### src/core/unused_placeholder_none.sv
// Intentionally empty file slot is not used.
`timescale 1ns/10ps
`default_nettype none
`default_nettype wire

### src/inc/fastlock_pkg.sv
// Shared constants and state layouts for the RF fastlock time-out controller.
`default_nettype none
package fastlock_pkg;
  localparam int ADDR_W = 4;
  localparam int WORD_W = 24;
  localparam int TOC_W = 12;
  localparam int TOC_LSB = 3;
  localparam int TOC_MSB = 14;
  localparam int WORD_BYTES = 3;

  localparam logic [ADDR_W-1:0] TIMEOUT_WORD_OFFSET = 4'h0;
  localparam logic [ADDR_W-1:0] PUMP_CONTROL_OFFSET = 4'h4;
  localparam logic [ADDR_W-1:0] STATUS_OFFSET = 4'h8;

  localparam int PUMP_GAIN_BIT = 0;
  localparam int STATUS_COUNT_LSB = 0;
  localparam int STATUS_AUTO_BIT = 12;
  localparam int STATUS_PEND_BIT = 13;
  localparam int STATUS_OE_BIT = 14;
  localparam int STATUS_LEVEL_BIT = 15;
  localparam int STATUS_PUMP_BIT = 16;
  localparam int STATUS_GAIN_BIT = 17;
  localparam int STATUS_CODE_LSB = 18;

  localparam logic [WORD_W-1:0] TIMEOUT_WORD_RESET = 24'h000002;
  localparam logic [TOC_W-1:0] CODE_TRISTATE = 12'h000;
  localparam logic [TOC_W-1:0] CODE_MANUAL = 12'h001;
  localparam logic [TOC_W-1:0] CODE_DRIVE_LOW = 12'h002;
  localparam logic [TOC_W-1:0] CODE_DRIVE_HIGH = 12'h003;
  localparam logic [TOC_W-1:0] AUTO_MIN_CODE = 12'h004;
  localparam logic [TOC_W-1:0] COUNT_STEP = 12'h001;

  localparam logic [1:0] RESP_OKAY = 2'h0;
  localparam logic [1:0] RESP_SLVERR = 2'h2;

  typedef struct packed {
    logic [2:0] stages;
    logic level;
    logic pulse;
  } sync_state_s;

  typedef struct packed {
    logic awready;
    logic awHave;
    logic [ADDR_W-1:0] awAddr;
    logic wready;
    logic wHave;
    logic [31:0] wData;
    logic [3:0] wStrb;
    logic bvalid;
    logic [1:0] bresp;
    logic arready;
    logic rvalid;
    logic [31:0] rdata;
    logic [1:0] rresp;
    logic [WORD_W-1:0] pendWord;
    logic pendValid;
    logic [TOC_W-1:0] fastlockTimeoutCode;
    logic [TOC_W-1:0] eventCount;
    logic autoActive;
    logic rfPumpGainSelect;
    logic pinOut;
    logic pinOe;
    logic pumpHigh;
  } ctrl_state_s;

  localparam ctrl_state_s CTRL_STATE_RESET = '{pendWord: TIMEOUT_WORD_RESET, default: '0};
endpackage : fastlock_pkg
`default_nettype wire

### src/core/pfd_event_sync.sv
// Three-stage synchroniser and rising-edge pulse for the phase-detector event pin.
`timescale 1ns/10ps
`default_nettype none
module pfd_event_sync
  import fastlock_pkg::*;
(
  input wire logic clock,
  input wire logic resetn,
  input wire logic pinLevel,
  output logic eventPulse
);
  sync_state_s q;
  sync_state_s d;
  logic stable;

  always_comb begin
    d = q;
    // The first stage feeds only the second, so metastability never reaches the filter.
    d.stages = {q.stages[1:0], pinLevel};
    stable = (q.stages[1] == q.stages[2]);
    d.level = stable ? q.stages[1] : q.level;
    d.pulse = stable && q.stages[1] && !q.level;
    if (!resetn) begin
      d = '0;
    end
  end

  always_ff @(posedge clock) begin
    q <= d;
  end

  assign eventPulse = q.pulse;
endmodule : pfd_event_sync
`default_nettype wire

### src/core/rf_fastlock_timeout_control.sv
// RF fastlock time-out controller with an AXI4-Lite register slave.
// Overview of operation
// [RQ1] Codes 0 to 3 keep automatic fastlock off; pin is general output or manual.
// [RQ2] Code 0: pin high impedance, pump current follows the pump gain bit.
// [RQ3] Code 1: pin driven low, pump forced to 4 mA, manual fastlock.
// [RQ4] Code 2: pin driven low, pump current follows the pump gain bit.
// [RQ5] Code 3: pin driven high, pump current follows the pump gain bit.
// [RQ6] Codes 4 to 4095 start automatic fastlock: pin low, pump at 4 mA.
// [RQ7] Count events; at the programmed count release pin and drop pump to 1 mA.
// [RQ8] A written code is latched and acted on only at the next event.
// [RQ9] Host places the code in bits 14 down to 3 of the control word.
// [RQ10] The code is a 12-bit unsigned value from 0 to 4095.
// [RQ11] Each latched code of 4 or more restarts the count and reasserts fastlock.
//
// Design decisions made here: the AXI4-Lite register port and the register addresses.
`timescale 1ns/10ps
`default_nettype none
module rf_fastlock_timeout_control
  import fastlock_pkg::*;
(
  input wire logic clock,
  input wire logic resetn,
  input wire logic awvalid,
  output logic awready,
  input wire logic [ADDR_W-1:0] awaddr,
  input wire logic wvalid,
  output logic wready,
  input wire logic [31:0] wdata,
  input wire logic [3:0] wstrb,
  output logic bvalid,
  input wire logic bready,
  output logic [1:0] bresp,
  input wire logic arvalid,
  output logic arready,
  input wire logic [ADDR_W-1:0] araddr,
  output logic rvalid,
  input wire logic rready,
  output logic [31:0] rdata,
  output logic [1:0] rresp,
  input wire logic pfdEventPin,
  output logic fastlockIndicatorPinOut,
  output logic fastlockIndicatorPinOe,
  output logic rfPumpOutputCurrentHigh
);
  ctrl_state_s q;
  ctrl_state_s d;
  logic pfdEvent;
  logic [TOC_W-1:0] pendCode;
  logic [31:0] statusWord;

  function automatic logic [WORD_W-1:0] mergeBytes(input logic [WORD_W-1:0] old,
                                                   input logic [31:0] data,
                                                   input logic [3:0] strb);
    logic [WORD_W-1:0] r;
    r = old;
    for (int i = 0; i < WORD_BYTES; i++) begin
      if (strb[i]) begin
        r[i*8 +: 8] = data[i*8 +: 8];
      end
    end
    return r;
  endfunction : mergeBytes

  pfd_event_sync eventSync (
    .clock(clock),
    .resetn(resetn),
    .pinLevel(pfdEventPin),
    .eventPulse(pfdEvent)
  );

  assign pendCode = q.pendWord[TOC_MSB:TOC_LSB]; // see [RQ9]

  always_comb begin
    statusWord = '0;
    statusWord[STATUS_COUNT_LSB +: TOC_W] = q.eventCount;
    statusWord[STATUS_AUTO_BIT] = q.autoActive;
    statusWord[STATUS_PEND_BIT] = q.pendValid;
    statusWord[STATUS_OE_BIT] = q.pinOe;
    statusWord[STATUS_LEVEL_BIT] = q.pinOut;
    statusWord[STATUS_PUMP_BIT] = q.pumpHigh;
    statusWord[STATUS_GAIN_BIT] = q.rfPumpGainSelect;
    statusWord[STATUS_CODE_LSB +: TOC_W] = q.fastlockTimeoutCode;
  end

  always_comb begin
    d = q;
    if (q.bvalid && bready) begin
      d.bvalid = 1'b0;
    end
    if (q.rvalid && rready) begin
      d.rvalid = 1'b0;
    end
    if (awvalid && q.awready) begin
      d.awHave = 1'b1;
      d.awAddr = awaddr;
    end
    if (wvalid && q.wready) begin
      d.wHave = 1'b1;
      d.wData = wdata;
      d.wStrb = wstrb;
    end
    // The event acts on the word pending before this cycle's write, which stays pending.
    if (pfdEvent) begin
      if (q.pendValid) begin
        d.pendValid = 1'b0;
        d.fastlockTimeoutCode = pendCode; // see [RQ8] see [RQ10]
        d.eventCount = '0; // see [RQ11]
        d.autoActive = (pendCode >= AUTO_MIN_CODE); // see [RQ1] see [RQ6] see [RQ11]
      end else if (q.autoActive) begin
        d.eventCount = q.eventCount + COUNT_STEP; // see [RQ7]
        if (d.eventCount == q.fastlockTimeoutCode) begin
          d.autoActive = 1'b0; // see [RQ7]
        end
      end
    end
    if (d.awHave && d.wHave && !d.bvalid) begin
      d.awHave = 1'b0;
      d.wHave = 1'b0;
      d.bvalid = 1'b1;
      d.bresp = RESP_OKAY;
      case (d.awAddr)
        TIMEOUT_WORD_OFFSET: begin
          d.pendWord = mergeBytes(q.pendWord, d.wData, d.wStrb);
          d.pendValid = 1'b1; // see [RQ8]
        end
        PUMP_CONTROL_OFFSET: begin
          if (d.wStrb[0]) begin
            d.rfPumpGainSelect = d.wData[PUMP_GAIN_BIT];
          end
        end
        STATUS_OFFSET: begin
        end
        default: begin
          d.bresp = RESP_SLVERR;
        end
      endcase
    end
    if (arvalid && q.arready) begin
      d.rvalid = 1'b1;
      d.rresp = RESP_OKAY;
      d.rdata = '0;
      case (araddr)
        TIMEOUT_WORD_OFFSET: d.rdata[WORD_W-1:0] = q.pendWord;
        PUMP_CONTROL_OFFSET: d.rdata[PUMP_GAIN_BIT] = q.rfPumpGainSelect;
        STATUS_OFFSET: d.rdata = statusWord;
        default: d.rresp = RESP_SLVERR;
      endcase
    end
    d.awready = !d.awHave && !d.bvalid;
    d.wready = !d.wHave && !d.bvalid;
    d.arready = !d.rvalid;
    // Pin and pump follow the next code so that outputs never lag the latched state.
    d.pinOe = 1'b1;
    d.pinOut = 1'b0;
    d.pumpHigh = d.rfPumpGainSelect;
    if (d.autoActive) begin
      d.pumpHigh = 1'b1; // see [RQ6]
    end else if (d.fastlockTimeoutCode >= AUTO_MIN_CODE) begin
      d.pinOe = 1'b0; // see [RQ7]
      d.pumpHigh = 1'b0; // see [RQ7]
    end else begin
      case (d.fastlockTimeoutCode)
        CODE_TRISTATE: d.pinOe = 1'b0; // see [RQ2]
        CODE_MANUAL: d.pumpHigh = 1'b1; // see [RQ3]
        CODE_DRIVE_LOW: d.pinOut = 1'b0; // see [RQ4]
        CODE_DRIVE_HIGH: d.pinOut = 1'b1; // see [RQ5]
        default: d.pinOe = 1'b0;
      endcase
    end
    if (!resetn) begin
      d = CTRL_STATE_RESET;
    end
  end

  always_ff @(posedge clock) begin
    q <= d;
  end

  assign awready = q.awready;
  assign wready = q.wready;
  assign bvalid = q.bvalid;
  assign bresp = q.bresp;
  assign arready = q.arready;
  assign rvalid = q.rvalid;
  assign rdata = q.rdata;
  assign rresp = q.rresp;
  assign fastlockIndicatorPinOut = q.pinOut;
  assign fastlockIndicatorPinOe = q.pinOe;
  assign rfPumpOutputCurrentHigh = q.pumpHigh;
endmodule : rf_fastlock_timeout_control
`default_nettype wire

### config.mk
export PLATFORM = sky130hd
export DESIGN_NAME = rf_fastlock_timeout_control
export DESIGN_NICKNAME = d
export VERILOG_FILES = /design/src/core/unused_placeholder_none.sv /design/src/inc/fastlock_pkg.sv /design/src/core/pfd_event_sync.sv /design/src/core/rf_fastlock_timeout_control.sv
export SDC_FILE = /design/constraint.sdc
export NUM_CORES = 1
export LEC_CHECK = 0
export ABC_AREA = 1
export BUFFER_PORTS_ARGS = -buffer_cell sky130_fd_sc_hd__buf_2
export CORE_MARGIN = 2
export CORE_UTILIZATION = 56
export CTS_CLUSTER_DIAMETER = 100
export DETAILED_ROUTE_END_ITERATION = 6
export GPL_TIMING_DRIVEN = 0
export PLACE_DENSITY = 0.81
export SYNTH_ARGS = -nofsm -noshare
export SYNTH_HDL_FRONTEND = slang
export SYNTH_SLANG_ARGS = --single-unit
### constraint.sdc
create_clock -name clock -period 2 [get_ports clock]
set_input_delay 0 -clock clock [delete_from_list [all_inputs] [get_ports clock]]
set_output_delay 0 -clock clock [all_outputs]
set_load 0.1 [all_outputs]
==> flow_summary.yaml, run 1 <==
run:
  timing.max_cap.violations: 0
grt:
  global_route_wire_length_before_repair_mm: 27.91
  vias_in_the_first_global_route: 5813
  global_route.overflow_total: 0
  grt_max_degree: 17
  grt_use_total_pct: 32.05
  grt_antenna_before_repair: 0
critical_path:
  timing.critical_path.mode_cell: "nand2_1"
  worst_setup_sp_type: "flop"
  critPathSlowestCell: "nor4_2"
  critPathMaxStageDelay_ns: 0.42
  path_delay_family: "simple AND/OR/NAND/NOR gates"
  series_of_cell_instances_along_the_critical_path: "nand2_2, buf_2, nand2_1, o21ai_0, nand2_1, nor4_2, nand3_1, nand2_1"
  cp.buffers_inverters: 1
  cp_data_arrival_time_ns: 2.38
  critical_path_class: "flop to flop"
  cp_data_required_time_ns: 2.47
  r2r_slack_ns: 0.09
  critical_path.endpoint_type: "flop"
  worstPathMaxFanout: 10
yosys:
  synth_flop_cell: "dfxtp_1"
  netlist_area_um2: 5834
  post_synth_main_area_contributors: "dfxtp_1 (44%), nand2_1 (8.2%), nor2_1 (6.4%)"
  synth.distinct_cells: 44
  yosysMostFrequentCell: "dfxtp_1"
  synth_largest_type_area_fraction_pct: 44.26
  seq_area_frac_synth_pct: 44.26
  synth_edf_count: 0
  commonest_cells_in_the_synthesized_netlist: "dfxtp_1 (129), nand2_1 (127), nor2_1 (100)"
  synthArstFlopShare_pct: 0
  syn-instance-count: 769
  synthesis.yosys.warnings: 0
  post_synth.cell_area_avg_um2: 7.587
  netlist.top_cell.by_area: "dfxtp_1"
  ys_ff_latch: 129
layout:
  multi_input_gate_area_um2: 2529
  nNetsFinal: 976
  sequential_standard_cell_area_um2: 2600
  area_growth_pct: 31.35
  layout.filler_cells: 745
  design_area_um2: 7664
  post_route_cells_drive_above_1_share_pct: 22.25
  diodes: 0
status:
  run_status: "complete, no violations"
floorplan:
  chipWidth_um: 106.1
  core.rowCount: 37
  io-pin-count: 96
  design.die.area_um2: 11250
  start_util_pct: 57.03
  die_height_um: 106.1
  core_region_area_um2: 10230
sta:
  hold_violations: 0
  maxSlewHeadroom_pct: 51.92
  worst_hold_slack_ns: 0.03375
  timing_max_transition_violations_final: 0
  final.period_utilization_pct: 95.34
  max_slew.worst_pin.slew_ns: 0.7212
  timing.fmax_ghz: 0.5244
  setup_viol: 0
  fin_worst_skew_ns: 0.007367
  finalWorstSetupSlack_ns: 0.09315
  final_period_minus_worst_setup_slack_ns: 1.907
cts:
  cts.sinks: 129
  cts.clk_slew.worst_paths_ns: 0.06
  clock-root-buffer: "clkbuf_8"
  clock_tree.htree_level_count: 4
  cts_inserted_buffers: 17
  cts_max_path_buffers: 2
  insertion_delay_ns: 0.53
  cts_tree: "done"
drt:
  vias: 5905
  drt-wirelength-per-cell_um: 16.68
  avgViaCountPerCell: 5.514
  antenna_violating_nets_post_route: 0
  drt_pass1_iterations: 5
  drt_iter0_drc: 456
  wirelength_mm: 17.86
  drc: 0
placed_design:
  placed_cell_area_um2: 6425
  portBuffers: 81
  place.gp.congestion: 0.9771
  place_worst_setup_slack_ns: -0.05076
  detailed_place_hpwl_mm: 11.13
pwr:
  power.density_nw_per_um2: 956.9
  leakage_nw: 3.610
  peakVddDrop_uv: 701.8
min_path:
  hp-class: "primary input to flop"
-- metal layers --
metal	vias to the layer above	wire, um	track usage, %
li1	2779	-	-
met1	2721	6730	36.50
met2	319	8866	55.21
met3	86	1460	7.909
met4	0	802	17.39
met5	-	0	0
-- cells in the final DEF (no fill, tap or decap), drive strengths merged, types with 4 or more instances in the layout --
cell type,netlist,layout
buf,43,127
nand4,4,4
nand3,62,62
conb,1,4
inv,93,94
o21ai,48,48
mux2i,28,28
a21oi,35,35
dfxtp,129,129
or2,4,4
nor4,5,5
dlygate4sd3,0,48
bufinv,0,5
clkbuf,28,47
a211oi,12,12
clkinv,3,7
o221ai,19,19
nor2,104,104
nor3,4,4
nand2,131,131
-- metrics by stage --
stage / utilization [%] / total power, mW / setup TNS [ns] / cells
after floorplan: - / 3.611 / 0 / 772
after global placement: 62.80 / 3.802 / -0.03273 / 989
after detailed placement: 62.80 / 3.817 / -0.1119 / 989
after CTS: 73.99 / 7.257 / 0 / 1069
after global routing: 74.91 / 7.505 / -0.0003242 / 1071
final: 74.91 / 7.333 / 0 / 1071
-- area by class of cell --
cell class	count	share of cell area, %
sequential	129	33.93
multi-input combinational	476	33.00
timing repair buffer	132	11.85
clock buffer	20	5.812
buffer	70	5.698
inverter	96	4.816
clock inverter	12	2.678
tap	136	2.220
-- final timing paths --
kind | start | to | cells past startpoint
max | eventSync.eventPulse$_SDFF_PN0_ | rfPumpOutputCurrentHigh$_SDFF_PN0_ | 8
min | wvalid | q[129]$_SDFF_PN0_ | 5
max reg2reg | eventSync.eventPulse$_SDFF_PN0_ | rfPumpOutputCurrentHigh$_SDFF_PN0_ | 8
min reg2reg | eventSync.q[1]$_SDFFE_PN0N_ | eventSync.eventPulse$_SDFF_PN0_ | 1
-- where the power goes --
group          internal (mW)  switching [mW]
combinational          0.363           0.807
clock                   2.23            1.20
sequential              2.68          0.0590
-- cells by family after synthesis --
kind of cell             synth area share, %
flip-flops                             44.26
AND/OR/NAND/NOR                        23.08
other                                0.06427
buffers and inverters                  13.81
XOR/XNOR                              0.1501
AO/OA/AOI/OAI                          13.40
multiplexers                           4.804
adder cells (fa/ha/maj)               0.4288
-- worst register-to-register path, stage by stage, from the launching register on --
cell,delay [ns]
dfxtp_2,0.37
nand2_2,0.16
buf_2,0.24
nand2_1,0.09
o21ai_0,0.18
nand2_1,0.13
nor4_2,0.42
nand3_1,0.15
nand2_1,0.11
-- state kept, by name, indices dropped and copies added, names as in the netlist, 4 cells and up --
name	flops
rdata	30
q	72
pendCode	12
eventSync.q	4
-- repair_timing --
action | CTS | global route
hold endpoints to repair | 67 | 0
resized for setup | 5 | 34
pin swaps | 0 | 3
setup buffers | 0 | 3
cloned | 0 | 0
hold buffers | 48 | 0
setup endpoints to repair | 4 | 30
Power figures use the tool's default switching activity.
==> inputs of run 2 (changes only) <==
- SYNTH_HIERARCHICAL: default -> 1
==> run 2 against run 1 <==
Compared with the run above: register-to-register slack worse by 0.06 ns; non-clock buffer count down 6; clock-buffer cell count down 2; routed wire length down 6.4%; largest cell class unchanged; global-route usage down 1.9 points; fmax down 3.1%.
==> flow_summary.yaml, run 2 <==
layout:
  post_route_cells_drive_above_1_share_pct: 22.16
  layout.core_utilization_pct: 73.85
  diodes: 0
  area_growth_pct: 30.02
  largest-register: "q"
  most-common-layout-cells: "nand2_1 (130), dfxtp_1 (119), nor2_1 (94)"
  nNetsFinal: 975
  mostFrequentLayoutCell: "nand2_1"
  largest_reg_flops: 72
  finalNonFillerCells: 1070
drt:
  drt_pass1_iterations: 5
  wirelength_mm: 16.72
  vias: 5703
  avgViaCountPerCell: 5.330
  drt_iter0_drc: 356
  drt-wirelength-per-cell_um: 15.62
  antenna_violating_nets_post_route: 0
  drc: 0
sta:
  setup-tns-final_ns: 0
  finalWorstSetupSlack_ns: 0.03232
  maxSlewHeadroom_pct: 60.21
  final.period_utilization_pct: 98.38
  timing.fmax_ghz: 0.5082
  timing_max_transition_violations_final: 0
  setup_viol: 0
  hold_violations: 0
  final_period_minus_worst_setup_slack_ns: 1.968
  max_slew.worst_pin.slew_ns: 0.5969
  fin_worst_skew_ns: 0.006600
critical_path:
  critical_path_class: "flop to flop"
  critical_path.endpoint_type: "flop"
  cp_data_required_time_ns: 2.42
  worstPathMaxFanout: 10
  cp_data_arrival_time_ns: 2.38
  worst_setup_sp_type: "flop"
  crit-reg2reg-capture: "rfPumpOutputCurrentHigh$_SDFF_PN0_"
  r2r_slack_ns: 0.03
  ff2ff_path_depth: 10
  r2r_start: "wready$_SDFF_PN0_"
floorplan:
  die_height_um: 105.6
  core_region_area_um2: 10180
  io-pin-count: 96
  start_util_pct: 56.79
  chipWidth_um: 105.6
  design.die.area_um2: 11160
  core.rowCount: 37
yosys:
  synthesis.yosys.warnings: 6
  synthArstFlopShare_pct: 0
  netlist_area_um2: 5784
  ys_ff_latch: 129
  synth_edf_count: 0
  post_synth.cell_area_avg_um2: 7.502
  synth_flop_cell: "dfxtp_1"
  post_synth_main_area_contributors: "dfxtp_1 (45%), nand2_1 (8.7%), nor2_1 (6.3%)"
  yosysMostFrequentCell: "nand2_1"
  synth.distinct_cells: 39
  syn-instance-count: 771
  synth_largest_type_area_fraction_pct: 44.65
  netlist.top_cell.by_area: "dfxtp_1"
  seq_area_frac_synth_pct: 44.65
  commonest_cells_in_the_synthesized_netlist: "nand2_1 (134), dfxtp_1 (129), nor2_1 (97)"
pwr:
  p_int_mw: 4.763
  power_frac_seq_pct: 39.7
  power.density_nw_per_um2: 918.1
  power.combinational.fraction_pct: 17.0
  switching_share_pct: 31.02
  peakVddDrop_uv: 876.5
  pwr-share-clk_pct: 43.3
  leakage_nw: 3.609
  net-switching-power_mw: 2.142
cts:
  cts_inserted_buffers: 17
  cts_tree: "done"
  clock-root-buffer: "clkbuf_8"
  cts.clk_slew.worst_paths_ns: 0.06
  clock_tree.htree_level_count: 4
  cts_max_path_buffers: 2
  insertion_delay_ns: 0.54
  cts.sinks: 129
grt:
  grt_antenna_before_repair: 0
  grt_max_degree: 17
  vias_in_the_first_global_route: 5490
  global_route.overflow_total: 0
  global_route_wire_length_before_repair_mm: 26.12
  grt_use_total_pct: 30.13
placed_design:
  placed_cells: 992
  portBuffers: 82
  place_worst_setup_slack_ns: -0.04555
  detailed_place_hpwl_mm: 11.01
  place.gp.congestion: 0.9709
min_path:
  min_delay_worst_endpoint: "rdata[1]$_SDFFE_PN0P_"
  hp-class: "primary input to flop"
  worstHoldStart: "araddr[2]"
  min_delay_path_depth: 5
status:
  run_status: "complete, no violations"
run:
  timing.max_cap.violations: 0
-- run 2: changes by cell type in the layout (fill, tap and decap cells not counted), moves of 4 or more --
cell	before	now
clkbuf_1	25	19
a211oi_1	9	2
inv_6	1	5
a21oi_1	35	40
bufinv_16	5	1
clkinv_4	4	0
nand2_1	125	130
dlygate4sd3_1	48	44
o21ai_0	39	44
nor2_1	98	94
-- run 2: worst max-delay path by stage --
stage | start | to | slack, ns | cells past startpoint
floorplan | awready$_SDFF_PN0_ | pendCode[11]$_SDFFE_PN0P_ | 0.05 | 8
global placement | q[6]$_SDFFE_PN0P_ | rfPumpOutputCurrentHigh$_SDFF_PN0_ | -0.03 | 14
detailed placement | q[6]$_SDFFE_PN0P_ | fastlockIndicatorPinOe$_SDFF_PN0_ | -0.05 | 14
CTS | eventSync/eventPulse$_SDFF_PN0_ | fastlockIndicatorPinOut$_SDFF_PP0_ | 0.01 | 7
global route | wready$_SDFF_PN0_ | pendCode[8]$_SDFFE_PN0P_ | -0.08 | 7
finish | wready$_SDFF_PN0_ | rfPumpOutputCurrentHigh$_SDFF_PN0_ | 0.03 | 10
-- run 2: routing by layer --
layer / vias up / GRT usage (%) / wire length, um
li1: 2783 / - / -
met1: 2620 / 36.13 / 6656
met2: 256 / 51.66 / 8356
met3: 44 / 7.359 / 1181
met4: 0 / 12.31 / 522
met5: - / 0 / 0
-- run 2: cell type report --
class / instances / area, um^2
clock buffer: 18 / 427.9
multi-input combinational: 481 / 2527
timing repair buffer: 129 / 885.9
inverter: 96 / 361.6
fill: 774 / 2664
buffer: 67 / 402.9
tap: 136 / 170.2
clock inverter: 14 / 142.6
sequential: 129 / 2603
-- run 2: what timing repair did --
item,4_1_cts,5_1_grt
setup endpoints to repair,4,27
gates resized for setup,4,39
hold endpoints to repair,75,0
pin swaps,0,3
gates cloned,0,0
buffers inserted,0,3
hold buffers,44,0
-- run 2: power by group through the flow --
stage / clock network, mW / logic [mW] / registers, mW
after global placement: 0 / 1.01 / 2.79
after detailed placement: 0 / 1.02 / 2.79
final: 2.99 / 1.17 / 2.74
after floorplan: 0 / 0.754 / 2.86
after global routing: 3.12 / 1.24 / 2.75
after CTS: 2.99 / 1.10 / 2.74
-- run 2: cells by family after synthesis --
family | share of synthesized area (%)
other cells | 0.06483
xor+xnor | 0.1514
simple gates | 23.62
buf+inv | 13.15
mux | 4.845
fa+ha+maj | 0.4326
flops | 44.65
compound gates | 13.09
-- run 2: critical path, cell delays in order, from the launching register on --
cell,delay [ns]
dfxtp_4,0.35
nand2_2,0.19
inv_1,0.17
o22ai_1,0.10
o21bai_4,0.23
nor2_1,0.21
nand2_1,0.11
o21ai_1,0.24
nand2_1,0.08
nand3_1,0.07
nand2_1,0.09
-- run 2: per-stage QoR --
step,instance area (um^2),hold slack [ns],power [mW]
2_1_floorplan,5803,0.09345,3.614
3_3_place_gp,6384,0.1848,3.801
3_5_place_dp,6384,0.1916,3.816
4_1_cts,7406,0.009659,6.830
5_1_grt,7521,0.05575,7.111
6_report,7521,0.04357,6.905
==> inputs of run 3 (changes only) <==
- BUFFER_PORTS_ARGS: -buffer_cell sky130_fd_sc_hd__buf_2 -> -buffer_cell sky130_fd_sc_hd__buf_4
- CORE_ASPECT_RATIO: default -> 1.2
==> run 3 against run 2 <==
Compared with the run above: utilization grew 3.1 points; sequential cell count unchanged; clock skew grew 0.0027 ns; power up 4.7%; largest cell class unchanged.
==> flow_summary.yaml, run 3 (synthesis results as in run 2) <==
status:
  run_status: "complete, no violations"
critical_path:
  worstPathMaxFanout: 10
  cp.buffers_inverters: 3
  worst_setup_sp_type: "flop"
  critPathMaxStageDelay_ns: 0.34
  critical_path.endpoint_type: "flop"
  critical_path_class: "flop to flop"
  path_delay_family: "simple AND/OR/NAND/NOR gates"
  cp_data_arrival_time_ns: 2.22
  critPathSlowestCell: "dfxtp_4"
  cp_data_required_time_ns: 2.29
  series_of_cell_instances_along_the_critical_path: "nand2_2, inv_1, o22ai_1, o21bai_4, nor2_1, nand2_4, clkinv_2, buf_6, nor2_2, a211oi_2"
cts:
  cts.sinks: 129
  cts_tree: "done"
  clock-root-buffer: "clkbuf_16"
  cts.clk_slew.worst_paths_ns: 0.06
  insertion_delay_ns: 0.43
  clock_tree.htree_level_count: 4
  cts_max_path_buffers: 2
  cts_inserted_buffers: 17
layout:
  finalNonFillerCells: 1057
  area_growth_pct: 33.77
  mostFrequentLayoutCell: "nand2_1"
  post_route_cells_drive_above_1_share_pct: 21.80
  most-common-layout-cells: "nand2_1 (131), dfxtp_1 (121), buf_4 (120)"
  nNetsFinal: 972
  largest_reg_flops: 72
  diodes: 0
  largest-register: "q"
placed_design:
  detailed_place_hpwl_mm: 12.19
  portBuffers: 82
  place.gp.congestion: 0.9805
  place_worst_setup_slack_ns: -0.09234
  placed_cells: 982
drt:
  avgViaCountPerCell: 5.578
  wl_met3_mm: 1.084
  detail_route.wirelength.met1_mm: 6.814
  drc: 0
  antenna_violating_nets_post_route: 0
  met2RoutedLength_mm: 9.659
  wirelength_mm: 18.41
  drt_pass1_iterations: 6
  dr.max_layer_used: "met4"
  vias: 5896
  drt_iter0_drc: 393
  drt-wirelength-per-cell_um: 17.42
grt:
  global_route.overflow_total: 0
  grt_use_total_pct: 32.10
  grt_max_degree: 17
  grt_antenna_before_repair: 0
  vias_in_the_first_global_route: 5826
  global_route_wire_length_before_repair_mm: 27.97
sta:
  worst_hold_slack_ns: 0.01039
  setup-tns-final_ns: 0
  maxSlewHeadroom_pct: 58.86
  timing.fmax_ghz: 0.5187
  finalWorstSetupSlack_ns: 0.07206
  hold_violations: 0
  timing_max_transition_violations_final: 0
  max_slew.worst_pin.slew_ns: 0.6171
  final_period_minus_worst_setup_slack_ns: 1.928
  setup_viol: 0
  final.period_utilization_pct: 96.40
  rsz0062_at_grt: "true"
  fin_worst_skew_ns: 0.009278
run:
  timing.max_cap.violations: 0
pwr:
  peakVddDrop_uv: 618.7
  total_power_mw: 7.229
  leakage_nw: 3.658
  power.density_nw_per_um2: 934.3
floorplan:
  die_height_um: 115.3
  io-pin-count: 96
  start_util_pct: 57.50
  design.die.area_um2: 11160
  core_region_area_um2: 10060
  core.rowCount: 40
  chipWidth_um: 96.78
min_path:
  hp-class: "primary input to flop"
==> run 3: final timing paths <==
check                       startpoint                   endpoint  slack [ns]  cells past startpoint
max                  wready$_SDFF_PN0_   pendCode[4]$_SDFFE_PN0P_        0.07                     10
max reg2reg          wready$_SDFF_PN0_   pendCode[4]$_SDFFE_PN0P_        0.07                     10
min reg2reg  eventSync/q[2]$_SDFF_PN0_  eventSync/q[3]$_SDFF_PN0_        0.45                      2
min                            awvalid          q[132]$_SDFF_PN0_        0.01                      4
==> run 3: repair_timing <==
action / 4_1_cts / 5_1_grt
pin swaps: 0 / 3
hold buffers: 40 / 0
cloned: 0 / 0
gates resized for setup: 7 / 34
buffers inserted: 0 / 3
endpoints found under the hold margin: 49 / 0
setup endpoints to repair: 4 / 27
==> run 3: worst min-delay path, stage by stage <==
cell and delay (ns):
buf_4 0.10, nand2_4 0.07, mux2i_1 0.14, nor2_1 0.09
==> run 3: where the power goes <==
part	internal (mW)	switching, mW
clock network	2.00	1.25
logic	0.408	0.830
registers	2.68	0.0603
==> run 3: layout make-up <==
class | instances | area [um^2]
Tap cell | 126 | 157.7
Clock buffer | 20 | 478.0
Clock inverter | 12 | 145.1
Sequential cell | 129 | 2600
Multi-Input combinational cell | 481 | 2540
Fill cell | 693 | 2322
Timing Repair Buffer | 125 | 1051
Buffer | 68 | 404.1
Inverter | 96 | 361.6
==> run 3: per-stage QoR <==
stage | utilization (%) | area (um^2)
5_1_grt | 76.92 | 7737
4_1_cts | 75.72 | 7617
3_5_place_dp | 65.37 | 6576
2_1_floorplan | - | 5803
3_3_place_gp | 65.37 | 6576
6_report | 76.92 | 7737
==> run 3: layer usage <==
layer / track usage, % / up-vias
li1: - / 2780
met1: 32.80 / 2768
met2: 60.74 / 272
met3: 6.930 / 76
met4: 18.22 / 0
met5: 0 / -
